--- config.mk ---
export PLATFORM = sky130hd
export DESIGN_NAME = cpd_pwm_deadtime_ctrl
export DESIGN_NICKNAME = d
export VERILOG_FILES = /design/src/design/cpd_pkg.sv /design/src/design/cpd_pwm_deadtime_ctrl.sv
export VERILOG_INCLUDE_DIRS = /design/src /design/src/design
export SDC_FILE = /design/constraint.sdc
export NUM_CORES = 1
export LEC_CHECK = 0
export BUFFER_PORTS_ARGS = -buffer_cell sky130_fd_sc_hd__buf_2
export CORE_MARGIN = 4
export CORE_UTILIZATION = 44
export DETAILED_ROUTE_END_ITERATION = 7
export PLACE_DENSITY = 0.66
export SLEW_MARGIN = 40
export SYNTH_ARGS = -nofsm -noshare
export SYNTH_HDL_FRONTEND = slang
export SYNTH_SLANG_ARGS = --single-unit
--- constraint.sdc ---
create_clock -name MCLK -period 3.15 [get_ports MCLK]
set_input_delay 0 -clock MCLK [delete_from_list [all_inputs] [get_ports MCLK]]
set_output_delay 0 -clock MCLK [all_outputs]
set_load 0.05 [all_outputs]
--- src/design/cpd_consts.svh ---
// constants for the complementary pwm dead-time control block
`ifndef CPD_CONSTS_SVH
`define CPD_CONSTS_SVH

// register byte addresses
`define CPD_A_BASE              32'hFFFFC200
`define CPD_A_TIMER_CONTROL_CH3 32'hFFFFC200
`define CPD_A_TIMER_CONTROL_CH4 32'hFFFFC201
`define CPD_A_TIMER_MODE_CH3    32'hFFFFC202
`define CPD_A_TIMER_MODE_CH4    32'hFFFFC203
`define CPD_A_PIN_IO_HIGH_CH3   32'hFFFFC204
`define CPD_A_PIN_IO_LOW_CH3    32'hFFFFC205
`define CPD_A_PIN_IO_HIGH_CH4   32'hFFFFC206
`define CPD_A_PIN_IO_LOW_CH4    32'hFFFFC207
`define CPD_A_IRQ_ENABLE_CH3    32'hFFFFC208
`define CPD_A_IRQ_ENABLE_CH4    32'hFFFFC209
`define CPD_A_OUTPUT_MASTER_EN  32'hFFFFC20A
`define CPD_A_GATE_CONTROL      32'hFFFFC20D
`define CPD_A_OUTPUT_CONTROL_1  32'hFFFFC20E
`define CPD_A_OUTPUT_CONTROL_2  32'hFFFFC20F
`define CPD_A_COUNTER_CH3       32'hFFFFC210
`define CPD_A_COUNTER_CH4       32'hFFFFC212
`define CPD_A_CYCLE_DATA        32'hFFFFC214
`define CPD_A_DEAD_TIME_DATA    32'hFFFFC216
`define CPD_A_GENERAL_A_CH3     32'hFFFFC218
`define CPD_A_GENERAL_B_CH3     32'hFFFFC21A
`define CPD_A_GENERAL_A_CH4     32'hFFFFC21C
`define CPD_A_GENERAL_B_CH4     32'hFFFFC21E
`define CPD_A_DEAD_TIME_ENABLE  32'hFFFFC220
`define CPD_A_WAVEFORM_CONTROL  32'hFFFFC221

// reset values
`define CPD_RST_BYTE            8'h00
`define CPD_RST_OUTPUT_MASTER   8'hC0
`define CPD_RST_GATE_CONTROL    8'h80
`define CPD_RST_COUNTER         16'h0000
`define CPD_RST_WORD            16'hFFFF
`define CPD_RST_DTE             1'b1
`define CPD_RST_CCE             1'b0
`define CPD_RST_WRE             1'b0

// field positions
`define CPD_DTE_BIT             0
`define CPD_CCE_BIT             7
`define CPD_WRE_BIT             0

// complementary pwm mode codes in the mode field of timer_mode_ch3
`define CPD_MODE_COMPL_LO       4'hD
`define CPD_MODE_COMPL_HI       4'hF

`endif

--- src/design/cpd_pkg.sv ---
// types shared by the complementary pwm dead-time control block
package cpd_pkg;

  // one register bus request as seen in a single cycle
  typedef struct packed {
    logic [31:0] addr;
    logic [15:0] wdata;
    logic        wr;
    logic        rd;
  } cpd_bus_t;

  // the three control flags of the dead-time and waveform registers
  typedef struct packed {
    logic dte;
    logic cce;
    logic waveform_retain_enable;
  } cpd_flags_t;

endpackage : cpd_pkg

--- src/design/cpd_pwm_deadtime_ctrl.sv ---
// channel 3/4 register set with dead-time enable and waveform control
//
// Added by the designer: the strobed register port.
`timescale 1ns/100ps
`default_nettype none
`include "cpd_consts.svh"

// Function
// - one 8-bit dead-time enable register decides whether dead time is inserted in complementary pwm mode.
// - the dead-time enable bit resets to 1, where 1 inserts dead time and 0 suppresses it.
// - the dead-time enable bit clears only on a write of 0 after reading it as 1, and writing 1 never sets it.
// - reserved bits of the dead-time enable register read as zero and software writes them as zero.
// - an 8-bit waveform-control register holds compare-clear enable and waveform retain for the counter pair.
// - with compare-clear enable at 1 both counters clear on a general_a_ch3 match in complementary pwm mode.
// - compare-clear enable sets only on a write of 1 after reading it as 0.
module cpd_pwm_deadtime_ctrl #(
  parameter int CNT_W = 16
) (
  input  wire logic             MCLK,
  input  wire logic             SYS_RST,
  input  wire logic [31:0]      ADDR,
  input  wire logic [15:0]      WDATA,
  input  wire logic             WR,
  input  wire logic             RD,
  input  wire logic             CNT_RUN,
  output var  logic [15:0]      RDATA,
  output var  logic             DT_ENABLE,
  output var  logic             CMP_CLEAR_EN,
  output var  logic             WAVE_RETAIN,
  output var  logic             CMP_CLEAR_PULSE,
  output var  logic             COMPL_MODE,
  output var  logic [CNT_W-1:0] COUNT3,
  output var  logic [CNT_W-1:0] COUNT4
);

  // byte registers sit in the first sixteen addresses
  localparam int NBYTE = 16;
  // word registers from cycle_data up to general_b_ch4
  localparam int NWORD = 6;
  localparam int WIDX_GRA3 = 2;

  cpd_pkg::cpd_bus_t   bus;
  cpd_pkg::cpd_flags_t flags;
  logic [7:0]          byte_ff [NBYTE];
  logic [15:0]         word_ff [NWORD];
  logic [CNT_W-1:0]    cnt3_ff;
  logic [CNT_W-1:0]    cnt4_ff;
  logic                dte_ff;
  logic                cce_ff;
  logic                wre_ff;
  logic                dte_armed_ff;
  logic                cce_armed_ff;
  logic [15:0]         rdata_ff;
  logic                clr_pulse_ff;
  logic                compl_ff;
  logic [15:0]         nxt_rdata;
  logic                sel_dte;
  logic                sel_twc;
  logic                sel_cnt3;
  logic                sel_cnt4;
  logic                cmp_hit;
  logic                compl_mode;
  logic [7:0]          rd_off;

  // byte offset inside the block, used by both decoders
  function automatic logic [7:0] cpd_offset(input logic [31:0] a);
    logic [31:0] d;
    d = a - `CPD_A_BASE;
    cpd_offset = (a[31:8] == 24'(`CPD_A_BASE >> 8)) ? d[7:0] : 8'hFF;
  endfunction : cpd_offset

  // holes at 0x0B and 0x0C carry no register
  function automatic logic cpd_byte_impl(input int i);
    cpd_byte_impl = (i != 11) && (i != 12);
  endfunction : cpd_byte_impl

  function automatic logic [7:0] cpd_byte_rst(input int i);
    case (i)
      10:      cpd_byte_rst = `CPD_RST_OUTPUT_MASTER;
      13:      cpd_byte_rst = `CPD_RST_GATE_CONTROL;
      default: cpd_byte_rst = `CPD_RST_BYTE;
    endcase
  endfunction : cpd_byte_rst

  // bundle the plain bus pins into one request
  assign bus = '{addr: ADDR, wdata: WDATA, wr: WR, rd: RD};

  // decodes of the registers with their own side effects
  assign sel_dte  = (bus.addr == `CPD_A_DEAD_TIME_ENABLE);
  assign sel_twc  = (bus.addr == `CPD_A_WAVEFORM_CONTROL);
  assign sel_cnt3 = (bus.addr == `CPD_A_COUNTER_CH3);
  assign sel_cnt4 = (bus.addr == `CPD_A_COUNTER_CH4);

  // offset of the current access; a function result cannot be bit-selected
  assign rd_off = cpd_offset(bus.addr);

  // complementary pwm is selected by the mode field of timer_mode_ch3
  assign compl_mode = (byte_ff[2][3:0] >= `CPD_MODE_COMPL_LO) &&
                      (byte_ff[2][3:0] <= `CPD_MODE_COMPL_HI);

  // compare hit only counts while compare-clear is enabled and the mode
  // field of timer_mode_ch3 selects complementary pwm
  assign cmp_hit = compl_mode && cce_ff &&
                   (cnt3_ff == word_ff[WIDX_GRA3][CNT_W-1:0]);

  // plain byte registers, one flip-flop row per address
  generate
    for (genvar gi = 0; gi < NBYTE; gi++) begin : g_byte
      if (cpd_byte_impl(gi)) begin : g_impl
        always_ff @(posedge MCLK) begin
          if (SYS_RST) begin
            byte_ff[gi] <= cpd_byte_rst(gi);
          end else if (bus.wr && cpd_offset(bus.addr) == 8'(gi)) begin
            byte_ff[gi] <= bus.wdata[7:0];
          end
        end
      end else begin : g_hole
        // unmapped bytes read as zero
        always_ff @(posedge MCLK) begin
          byte_ff[gi] <= 8'h00;
        end
      end
    end
  endgenerate

  // word registers: cycle, dead time and the four general registers
  generate
    for (genvar gw = 0; gw < NWORD; gw++) begin : g_word
      always_ff @(posedge MCLK) begin
        if (SYS_RST) begin
          word_ff[gw] <= `CPD_RST_WORD;
        end else if (bus.wr && cpd_offset(bus.addr) == 8'(8'h14 + 2 * gw)) begin
          word_ff[gw] <= bus.wdata;
        end
      end
    end
  endgenerate

  // counter pair; a bus write wins over counting so software can preload
  always_ff @(posedge MCLK) begin
    if (SYS_RST) begin
      cnt3_ff <= CNT_W'(`CPD_RST_COUNTER);
    end else if (bus.wr && sel_cnt3) begin
      cnt3_ff <= bus.wdata[CNT_W-1:0];
    end else if (CNT_RUN && cmp_hit) begin
      cnt3_ff <= '0;
    end else if (CNT_RUN) begin
      cnt3_ff <= cnt3_ff + CNT_W'(1);
    end
  end

  always_ff @(posedge MCLK) begin
    if (SYS_RST) begin
      cnt4_ff <= CNT_W'(`CPD_RST_COUNTER);
    end else if (bus.wr && sel_cnt4) begin
      cnt4_ff <= bus.wdata[CNT_W-1:0];
    end else if (CNT_RUN && cmp_hit) begin
      cnt4_ff <= '0;
    end else if (CNT_RUN) begin
      cnt4_ff <= cnt4_ff + CNT_W'(1);
    end
  end

  // one-cycle marker of a synchronous clear, for the waveform stage
  always_ff @(posedge MCLK) begin
    if (SYS_RST) begin
      clr_pulse_ff <= 1'b0;
    end else begin
      clr_pulse_ff <= CNT_RUN && cmp_hit;
    end
  end

  // dead-time enable: only ever cleared, and only after a read of 1
  always_ff @(posedge MCLK) begin
    if (SYS_RST) begin
      dte_ff <= `CPD_RST_DTE;
    end else if (bus.wr && sel_dte && !bus.wdata[`CPD_DTE_BIT] && dte_armed_ff) begin
      dte_ff <= 1'b0;
    end
  end

  // read record for dead-time enable; any write to it uses it up
  always_ff @(posedge MCLK) begin
    if (SYS_RST) begin
      dte_armed_ff <= 1'b0;
    end else if (bus.rd && sel_dte) begin
      dte_armed_ff <= dte_ff;
    end else if (bus.wr && sel_dte) begin
      dte_armed_ff <= 1'b0;
    end
  end

  // compare-clear enable: only ever set, and only after a read of 0;
  // the counters are expected stopped here, nothing enforces it
  always_ff @(posedge MCLK) begin
    if (SYS_RST) begin
      cce_ff <= `CPD_RST_CCE;
    end else if (bus.wr && sel_twc && bus.wdata[`CPD_CCE_BIT] && cce_armed_ff) begin
      cce_ff <= 1'b1;
    end
  end

  always_ff @(posedge MCLK) begin
    if (SYS_RST) begin
      cce_armed_ff <= 1'b0;
    end else if (bus.rd && sel_twc) begin
      cce_armed_ff <= !cce_ff;
    end else if (bus.wr && sel_twc) begin
      cce_armed_ff <= 1'b0;
    end
  end

  // waveform retain is a plain read/write bit
  always_ff @(posedge MCLK) begin
    if (SYS_RST) begin
      wre_ff <= `CPD_RST_WRE;
    end else if (bus.wr && sel_twc) begin
      wre_ff <= bus.wdata[`CPD_WRE_BIT];
    end
  end

  assign flags = '{dte: dte_ff, cce: cce_ff, waveform_retain_enable: wre_ff};

  // read mux; reserved and unmapped bits come back as zero
  always_comb begin
    nxt_rdata = 16'h0000;
    if (sel_dte) begin
      nxt_rdata = {15'h0000, flags.dte};
    end else if (sel_twc) begin
      nxt_rdata = {8'h00, flags.cce, 6'h00, flags.waveform_retain_enable};
    end else if (sel_cnt3) begin
      nxt_rdata = 16'(cnt3_ff);
    end else if (sel_cnt4) begin
      nxt_rdata = 16'(cnt4_ff);
    end else if (rd_off < 8'h10) begin
      nxt_rdata = {8'h00, byte_ff[rd_off[3:0]]};
    end else if (rd_off >= 8'h14 && rd_off < 8'h20 &&
                 !rd_off[0]) begin
      nxt_rdata = word_ff[3'((rd_off - 8'h14) >> 1)];
    end
  end

  // read data stand for exactly the cycle after the strobe
  always_ff @(posedge MCLK) begin
    if (SYS_RST) begin
      rdata_ff <= 16'h0000;
    end else begin
      rdata_ff <= bus.rd ? nxt_rdata : 16'h0000;
    end
  end

  // mode flag is registered so every output leaves a flip-flop
  always_ff @(posedge MCLK) begin
    if (SYS_RST) begin
      compl_ff <= 1'b0;
    end else begin
      compl_ff <= compl_mode;
    end
  end

  // outputs straight from flip-flops
  assign RDATA           = rdata_ff;
  assign DT_ENABLE       = dte_ff;
  assign CMP_CLEAR_EN    = cce_ff;
  assign WAVE_RETAIN     = wre_ff;
  assign CMP_CLEAR_PULSE = clr_pulse_ff;
  assign COMPL_MODE      = compl_ff;
  assign COUNT3          = cnt3_ff;
  assign COUNT4          = cnt4_ff;
endmodule : cpd_pwm_deadtime_ctrl
`default_nettype wire

-- Word-level counts from Yosys, hierarchy flattened
Memory sizes are Yosys's and may differ from the RTL's.
Index checks and enable logic that the tools add are counted.
- register bits: 55
- memory bits (writable): 224
- bits of input ports: 53
- output and inout port bits: 53
- logic and storage cells: 215
- memories kept: 2
- add/subtract/negate cells: 4
- magnitude comparators: 5
- eq/ne operators: 25
- muxes and demuxes: 99
- bitwise operators: 21
- reductions and logical operators: 47
- memory list (memory ; depth ; width ; rd ports ; clocked after memory_dff ; write ports ; line ; text):
    byte_ff ; 16 ; 8 ; 2 ; 0 ; 16 ; cpd_pwm_deadtime_ctrl.sv:44 ; logic [7:0] byte_ff [NBYTE];
    word_ff ; 6 ; 16 ; 2 ; 0 ; 6 ; cpd_pwm_deadtime_ctrl.sv:45 ; logic [15:0] word_ff [NWORD];
- operators with widths (kind ; number):
    two-way mux 16 bit ; 16
    equality test 32 bit (second input constant) ; 4
    two-way mux 8 bit ; 16
    two-way mux 1 bit ; 67
    equality test 8 x 4 -> 1 bit (second input constant) ; 6
    equality test 8 x 5 -> 1 bit (second input constant) ; 6
    logical AND 1 bit ; 36
    adder 16 x 1 -> 16 bit (second input constant) ; 2
    equality test 8 x 3 -> 1 bit (second input constant) ; 4
    equality test 24 bit (second input constant) ; 1
    bitwise OR 1 bit ; 20
    equality test 16 bit ; 1
    equality test 8 x 2 -> 1 bit (second input constant) ; 2
    equality test 8 x 1 -> 1 bit (second input constant) ; 1
    greater-or-equal comparator 8 x 5 -> 1 bit (second input constant) ; 1
    zero test 8 bit ; 1
    < comparator 8 x 5 -> 1 bit (second input constant) ; 1
    < comparator 8 x 6 -> 1 bit (second input constant) ; 1
    subtractor 8 x 1 -> 8 bit (second input constant) ; 1
    nonzero test 3 bit ; 2
    greater-or-equal comparator 4 bit (second input constant) ; 1
    less-or-equal comparator 4 bit (second input constant) ; 1
    nonzero test 2 bit ; 2
    OR reduction 4 bit ; 1
    other kinds (5) ; 7

-- Longest topological paths before layout
- word-level depth: 11
- gate-level depth with buffers: 12
- mapped depth without buffers: 10

-- Worst setup path after synthesis
OpenSTA, ideal clock, no wires.
- path kind: input port to flip-flop
- start: input ADDR[8]
- end: register rdata_ff[12] (netlist: RDATA[12])
- library setup time: 70 ps
- data arrival time: 3141 ps
- required time: 3080 ps
- setup slack: -61 ps
- stages: 10
- path buffers: 2
- path through: or4b_1 nor4_1 buf_2 nand3_1 clkbuf_1 ha_1 or4_1 nor2_1 a221oi_1 a21oi_1
- cells in the longest elaborated chain, start to end: 9
- elaborated cells on any way between the ends: 19
- those cells by class: 1 x add/sub; 3 x order compare; 5 x eq/ne; 5 x mux; 4 x reduce/logical; 1 x memory
- RTL lines (element ; line ; text):
    start: declaration ; cpd_pwm_deadtime_ctrl.sv:21 ; input wire logic [31:0] ADDR,
    branches (longest 9 deep; another with memory (6 x 16 bit)) ; n/a ;
    end signal: assignment ; cpd_pwm_deadtime_ctrl.sv:248 ; rdata_ff <= bus.rd ? nxt_rdata : 16'h0000;
    end: declaration ; cpd_pwm_deadtime_ctrl.sv:53 ; logic [15:0] rdata_ff;
Parallel ways; which one is timed is not known.
A chain may end at the register's enable or synchronous reset.

-- Worst setup path after layout
- start: register cnt3_ff[0] (netlist: COUNT3[0])
- end: register cnt3_ff[8] (netlist: COUNT3[8])
- cells in the longest elaborated chain, start to end: 5
- elaborated cells on any way between the ends: 8
- those cells by class: 1 x add/sub; 1 x eq/ne; 3 x mux; 3 x reduce/logical
- RTL lines (element ; line ; text):
    start: declaration ; cpd_pwm_deadtime_ctrl.sv:46 ; logic [CNT_W-1:0] cnt3_ff;
    start signal: assignment ; cpd_pwm_deadtime_ctrl.sv:142 ; cnt3_ff <= CNT_W'(`CPD_RST_COUNTER);
    start signal: assignment ; cpd_pwm_deadtime_ctrl.sv:144 ; cnt3_ff <= bus.wdata[CNT_W-1:0];
    start signal: assignment ; cpd_pwm_deadtime_ctrl.sv:148 ; cnt3_ff <= cnt3_ff + CNT_W'(1);
    branches (longest 5 deep; another with adder 16 x 1 -> 16 bit) ; n/a ;
Parallel ways; which one is timed is not known. The select of a mux whose other input is x is not followed.

==> impl_metrics.ini <==
[cts]
clock-root-buffer = clkbuf_16
cts_tree = done
h-tree-depth = 1
cts_sinks = 263
clk_latency_ns = 0.57
post_cts_resized = 0
cts_buffers = 29
path_clk_slew_ns = 0.06
cts_setup_buffers = 0
cts.path.max_buffers = 3

[setup_path]
worst_ep_arrival_time_ns = 3.42
startpoint_type = register
r2r_cells = 9
rrSetupSlack_ns = 0.16
slowest_delay_ns = 0.58
critPathCapture = COUNT3[8]$_SDFFE_PP0P_
critPathLaunch = COUNT3[0]$_SDFFE_PP0P_
reg2reg_to = COUNT3[8]$_SDFFE_PP0P_
end_kind = register
crit_chain = xor2_1, nor4_1, nand4_1, o31ai_2, buf_4, o31ai_1, a21oi_1, nor3_1, dlygate4sd3_1
required_ns = 3.59
critical_path_class = reg -> reg
crit_fanout = 10
critPathSlowestCell = dfxtp_1
rr_startpoint = COUNT3[0]$_SDFFE_PP0P_

[grt]
grt_start_max_net_pins = 41
grt_pass1_vias = 10300
grt.overflow.total = 0
grt_first_pass_wirelength_microns = 64000
antenna_found_initial = 2
globalRouteTotalUtil_pct = 24.4

[sta]
hold_violations = 0
slew_violations = 0
tns_ns = 0
tightest_slew_ns = 0.851
fin_crit_sh_pct = 94.8
min_period_ns = 2.99
fin_ws_ns = 0.163
hold_ws_ns = 0.0182
finalSetupViolations = 0
max_freq_mhz = 335
rsz0062_at_grt = false
finClkSkew_ns = 0.0277
relSlewSlack_pct = 42.8

[synth]
synth_edf_count = 208
synth_nets = 1306
netlist_area_sq_um = 13300
yosys.cell_types.count = 66
yosysTopAreaCell = edfxtp_1
async_flop_share_pct = 0
ys.flop_type = edfxtp_1
ys_seq_elements = 263
ys_seq_area_share_pct = 55.1
synth_top_area_share_pct = 46.9
ys_top_cells_by_area = edfxtp_1 47%, dfxtp_1 8.3%, and2_1 5.3%, o21ai_0 2.4%, nand2_1 2.4%
postSynthAreaPerCell_sq_um = 10.7
synth_warnings = 0
synth_cells = 1246

[die]
start_util_pct = 44.8
ios = 106
die_h_microns = 182
design.die.area_sq_um = 33100
rows = 63
core_sq_um = 29700
die_x_microns = 182

[drt]
first_pass_iters = 5
postRouteAntennaNets = 0
post-route-drc-count = 0
viasPerCell = 6.03
wl_per_cell_microns = 23.0
vias = 10900
wl_microns = 41500
drtIter0Drc = 1124

[job]
drv_cap = 0

[place]
portBuffers = 105
place.gp.congestion = 1.02
pre_cts_slack_ns = -0.00721
dp_hpwl_microns = 28300
dp_cells = 1733

[min_path]
hp-start = WDATA[6]
hold_path_class = in -> reg
whs_path_depth = 3

[finish]
fin_cells = 1803
final_nets = 1452
diodes = 0
layout-drive-gt1-share_pct = 20.9
mostFrequentLayoutCell = edfxtp_1
layout.cells.most_common_list = 208 x edfxtp_1, 113 x and2_1, 105 x buf_2, 85 x buf_4, 84 x nand2_1
synthToLayoutAreaGrowth_pct = 18.8

[power_and_ir_drop]
irDropWorstVdd_mv = 0.392
leakagePower_nw = 5.62
power_density_nw_per_um2 = 497
p_total_w = 0.00787

[run_status]
status = finished, final reports clean
kinds of logic (layout without fill, tap and decap cells):
group,count (synthesis),in the layout,synth area share (%)
simple gates,515,515,21.4
fa+ha+maj,7,7,0.657
mux,46,46,3.85
buf+inv,116,283,3.40
compound gates,282,282,14.4
xor+xnor,17,17,1.12
flops,263,263,55.1
state kept, by name, indices dropped and copies added, names as in the netlist:
name and cells:
dte_armed_ff 1, CMP_CLEAR_PULSE 1, COUNT4 16, WAVE_RETAIN 1, cce_armed_ff 1, DT_ENABLE 1
byte_ff 112, RDATA 16, CMP_CLEAR_EN 1, COUNT3 16, COMPL_MODE 1, word_ff 96
metrics by stage:
stage	instance area, sq um	utilization (%)
floorplan	13300	-
global placement	14700	49.4
detailed placement	14700	49.5
CTS	15800	53.3
global route	15800	53.3
finish	15800	53.3
what timing repair did:
item	in CTS	in global routing
setup endpoints to repair	0	0
hold buffers	18	0
endpoints found under the hold margin	85	0
worst max-delay path, delay by kind of cell (launching register included):
family | cells | cell delay [ns]
AO/OA/AOI/OAI | 3 | 0.78
XOR/XNOR | 1 | 0.12
buffers and inverters | 2 | 0.87
flip-flops | 1 | 0.58
AND/OR/NAND/NOR | 3 | 0.52
cells in the mapped netlist, types with 3 or more instances:
library cell  instances
a2111oi_0             5
a211oi_1             32
a21o_1                3
a21oi_1              51
a221o_1               6
a221oi_1             19
a22oi_1               5
a311oi_1              3
a31oi_1              13
a41o_1                7
and2_1              113
and3_1               15
buf_1                10
buf_2                 5
clkbuf_1             79
dfxtp_1              55
edfxtp_1            208
ha_1                  7
inv_1                20
mux2_2               12
mux2i_1              31
mux4_2                3
nand2_1              84
nand2b_1             33
nand3_1              22
nand3b_1              6
nand4_1              19
nor2_1               55
nor2b_1              16
nor3_1               42
nor4_1               15
o211a_1               3
o211ai_1             16
o21ai_0              63
o21bai_1             24
o221ai_1              5
o22ai_1               3
o31ai_1               7
o41ai_1               4
or2_2                33
or2b_1                5
or3_1                42
xnor2_1               6
xor2_1               11
power breakdown:
part           total [W]  internal (W)  leakage (nW)  switching (W)
Sequential       0.00394       0.00388          2.48      0.0000604
Clock            0.00344       0.00204         0.468        0.00140
Combinational   0.000494      0.000162          2.68       0.000332
Total            0.00787       0.00608          5.62        0.00179
worst min path at each step:
| stage | to | slack [ns] |
|---|---|---|
| global placement | cce_armed_ff$_SDFFE_PP0P_ | 0.33 |
| finish | COUNT3[6]$_SDFFE_PP0P_ | 0.02 |
| CTS | COUNT3[6]$_SDFFE_PP0P_ | 0.001 |
| global route | COUNT4[6]$_SDFFE_PP0P_ | 0.03 |
| detailed placement | dte_armed_ff$_SDFFE_PP0P_ | 0.34 |
| floorplan | COUNT3[11]$_SDFFE_PP0P_ | 0.14 |
metal layers:
layer	part of all wire [%]	track usage (%)
met2	45	37.5
met1	43	36.3
met3	9.5	4.55
met5	0.031	0
met4	2.2	5.04
layout make-up:
class | instances | area [sq um]
sequential | 263 | 7350
inverter | 20 | 75.1
clock inverter | 14 | 181
fill | 2572 | 13900
timing repair buffer | 211 | 1400
multi-input combinational | 867 | 5570
clock buffer | 38 | 769
tap | 390 | 488
(Power assumes the default switching activity.)
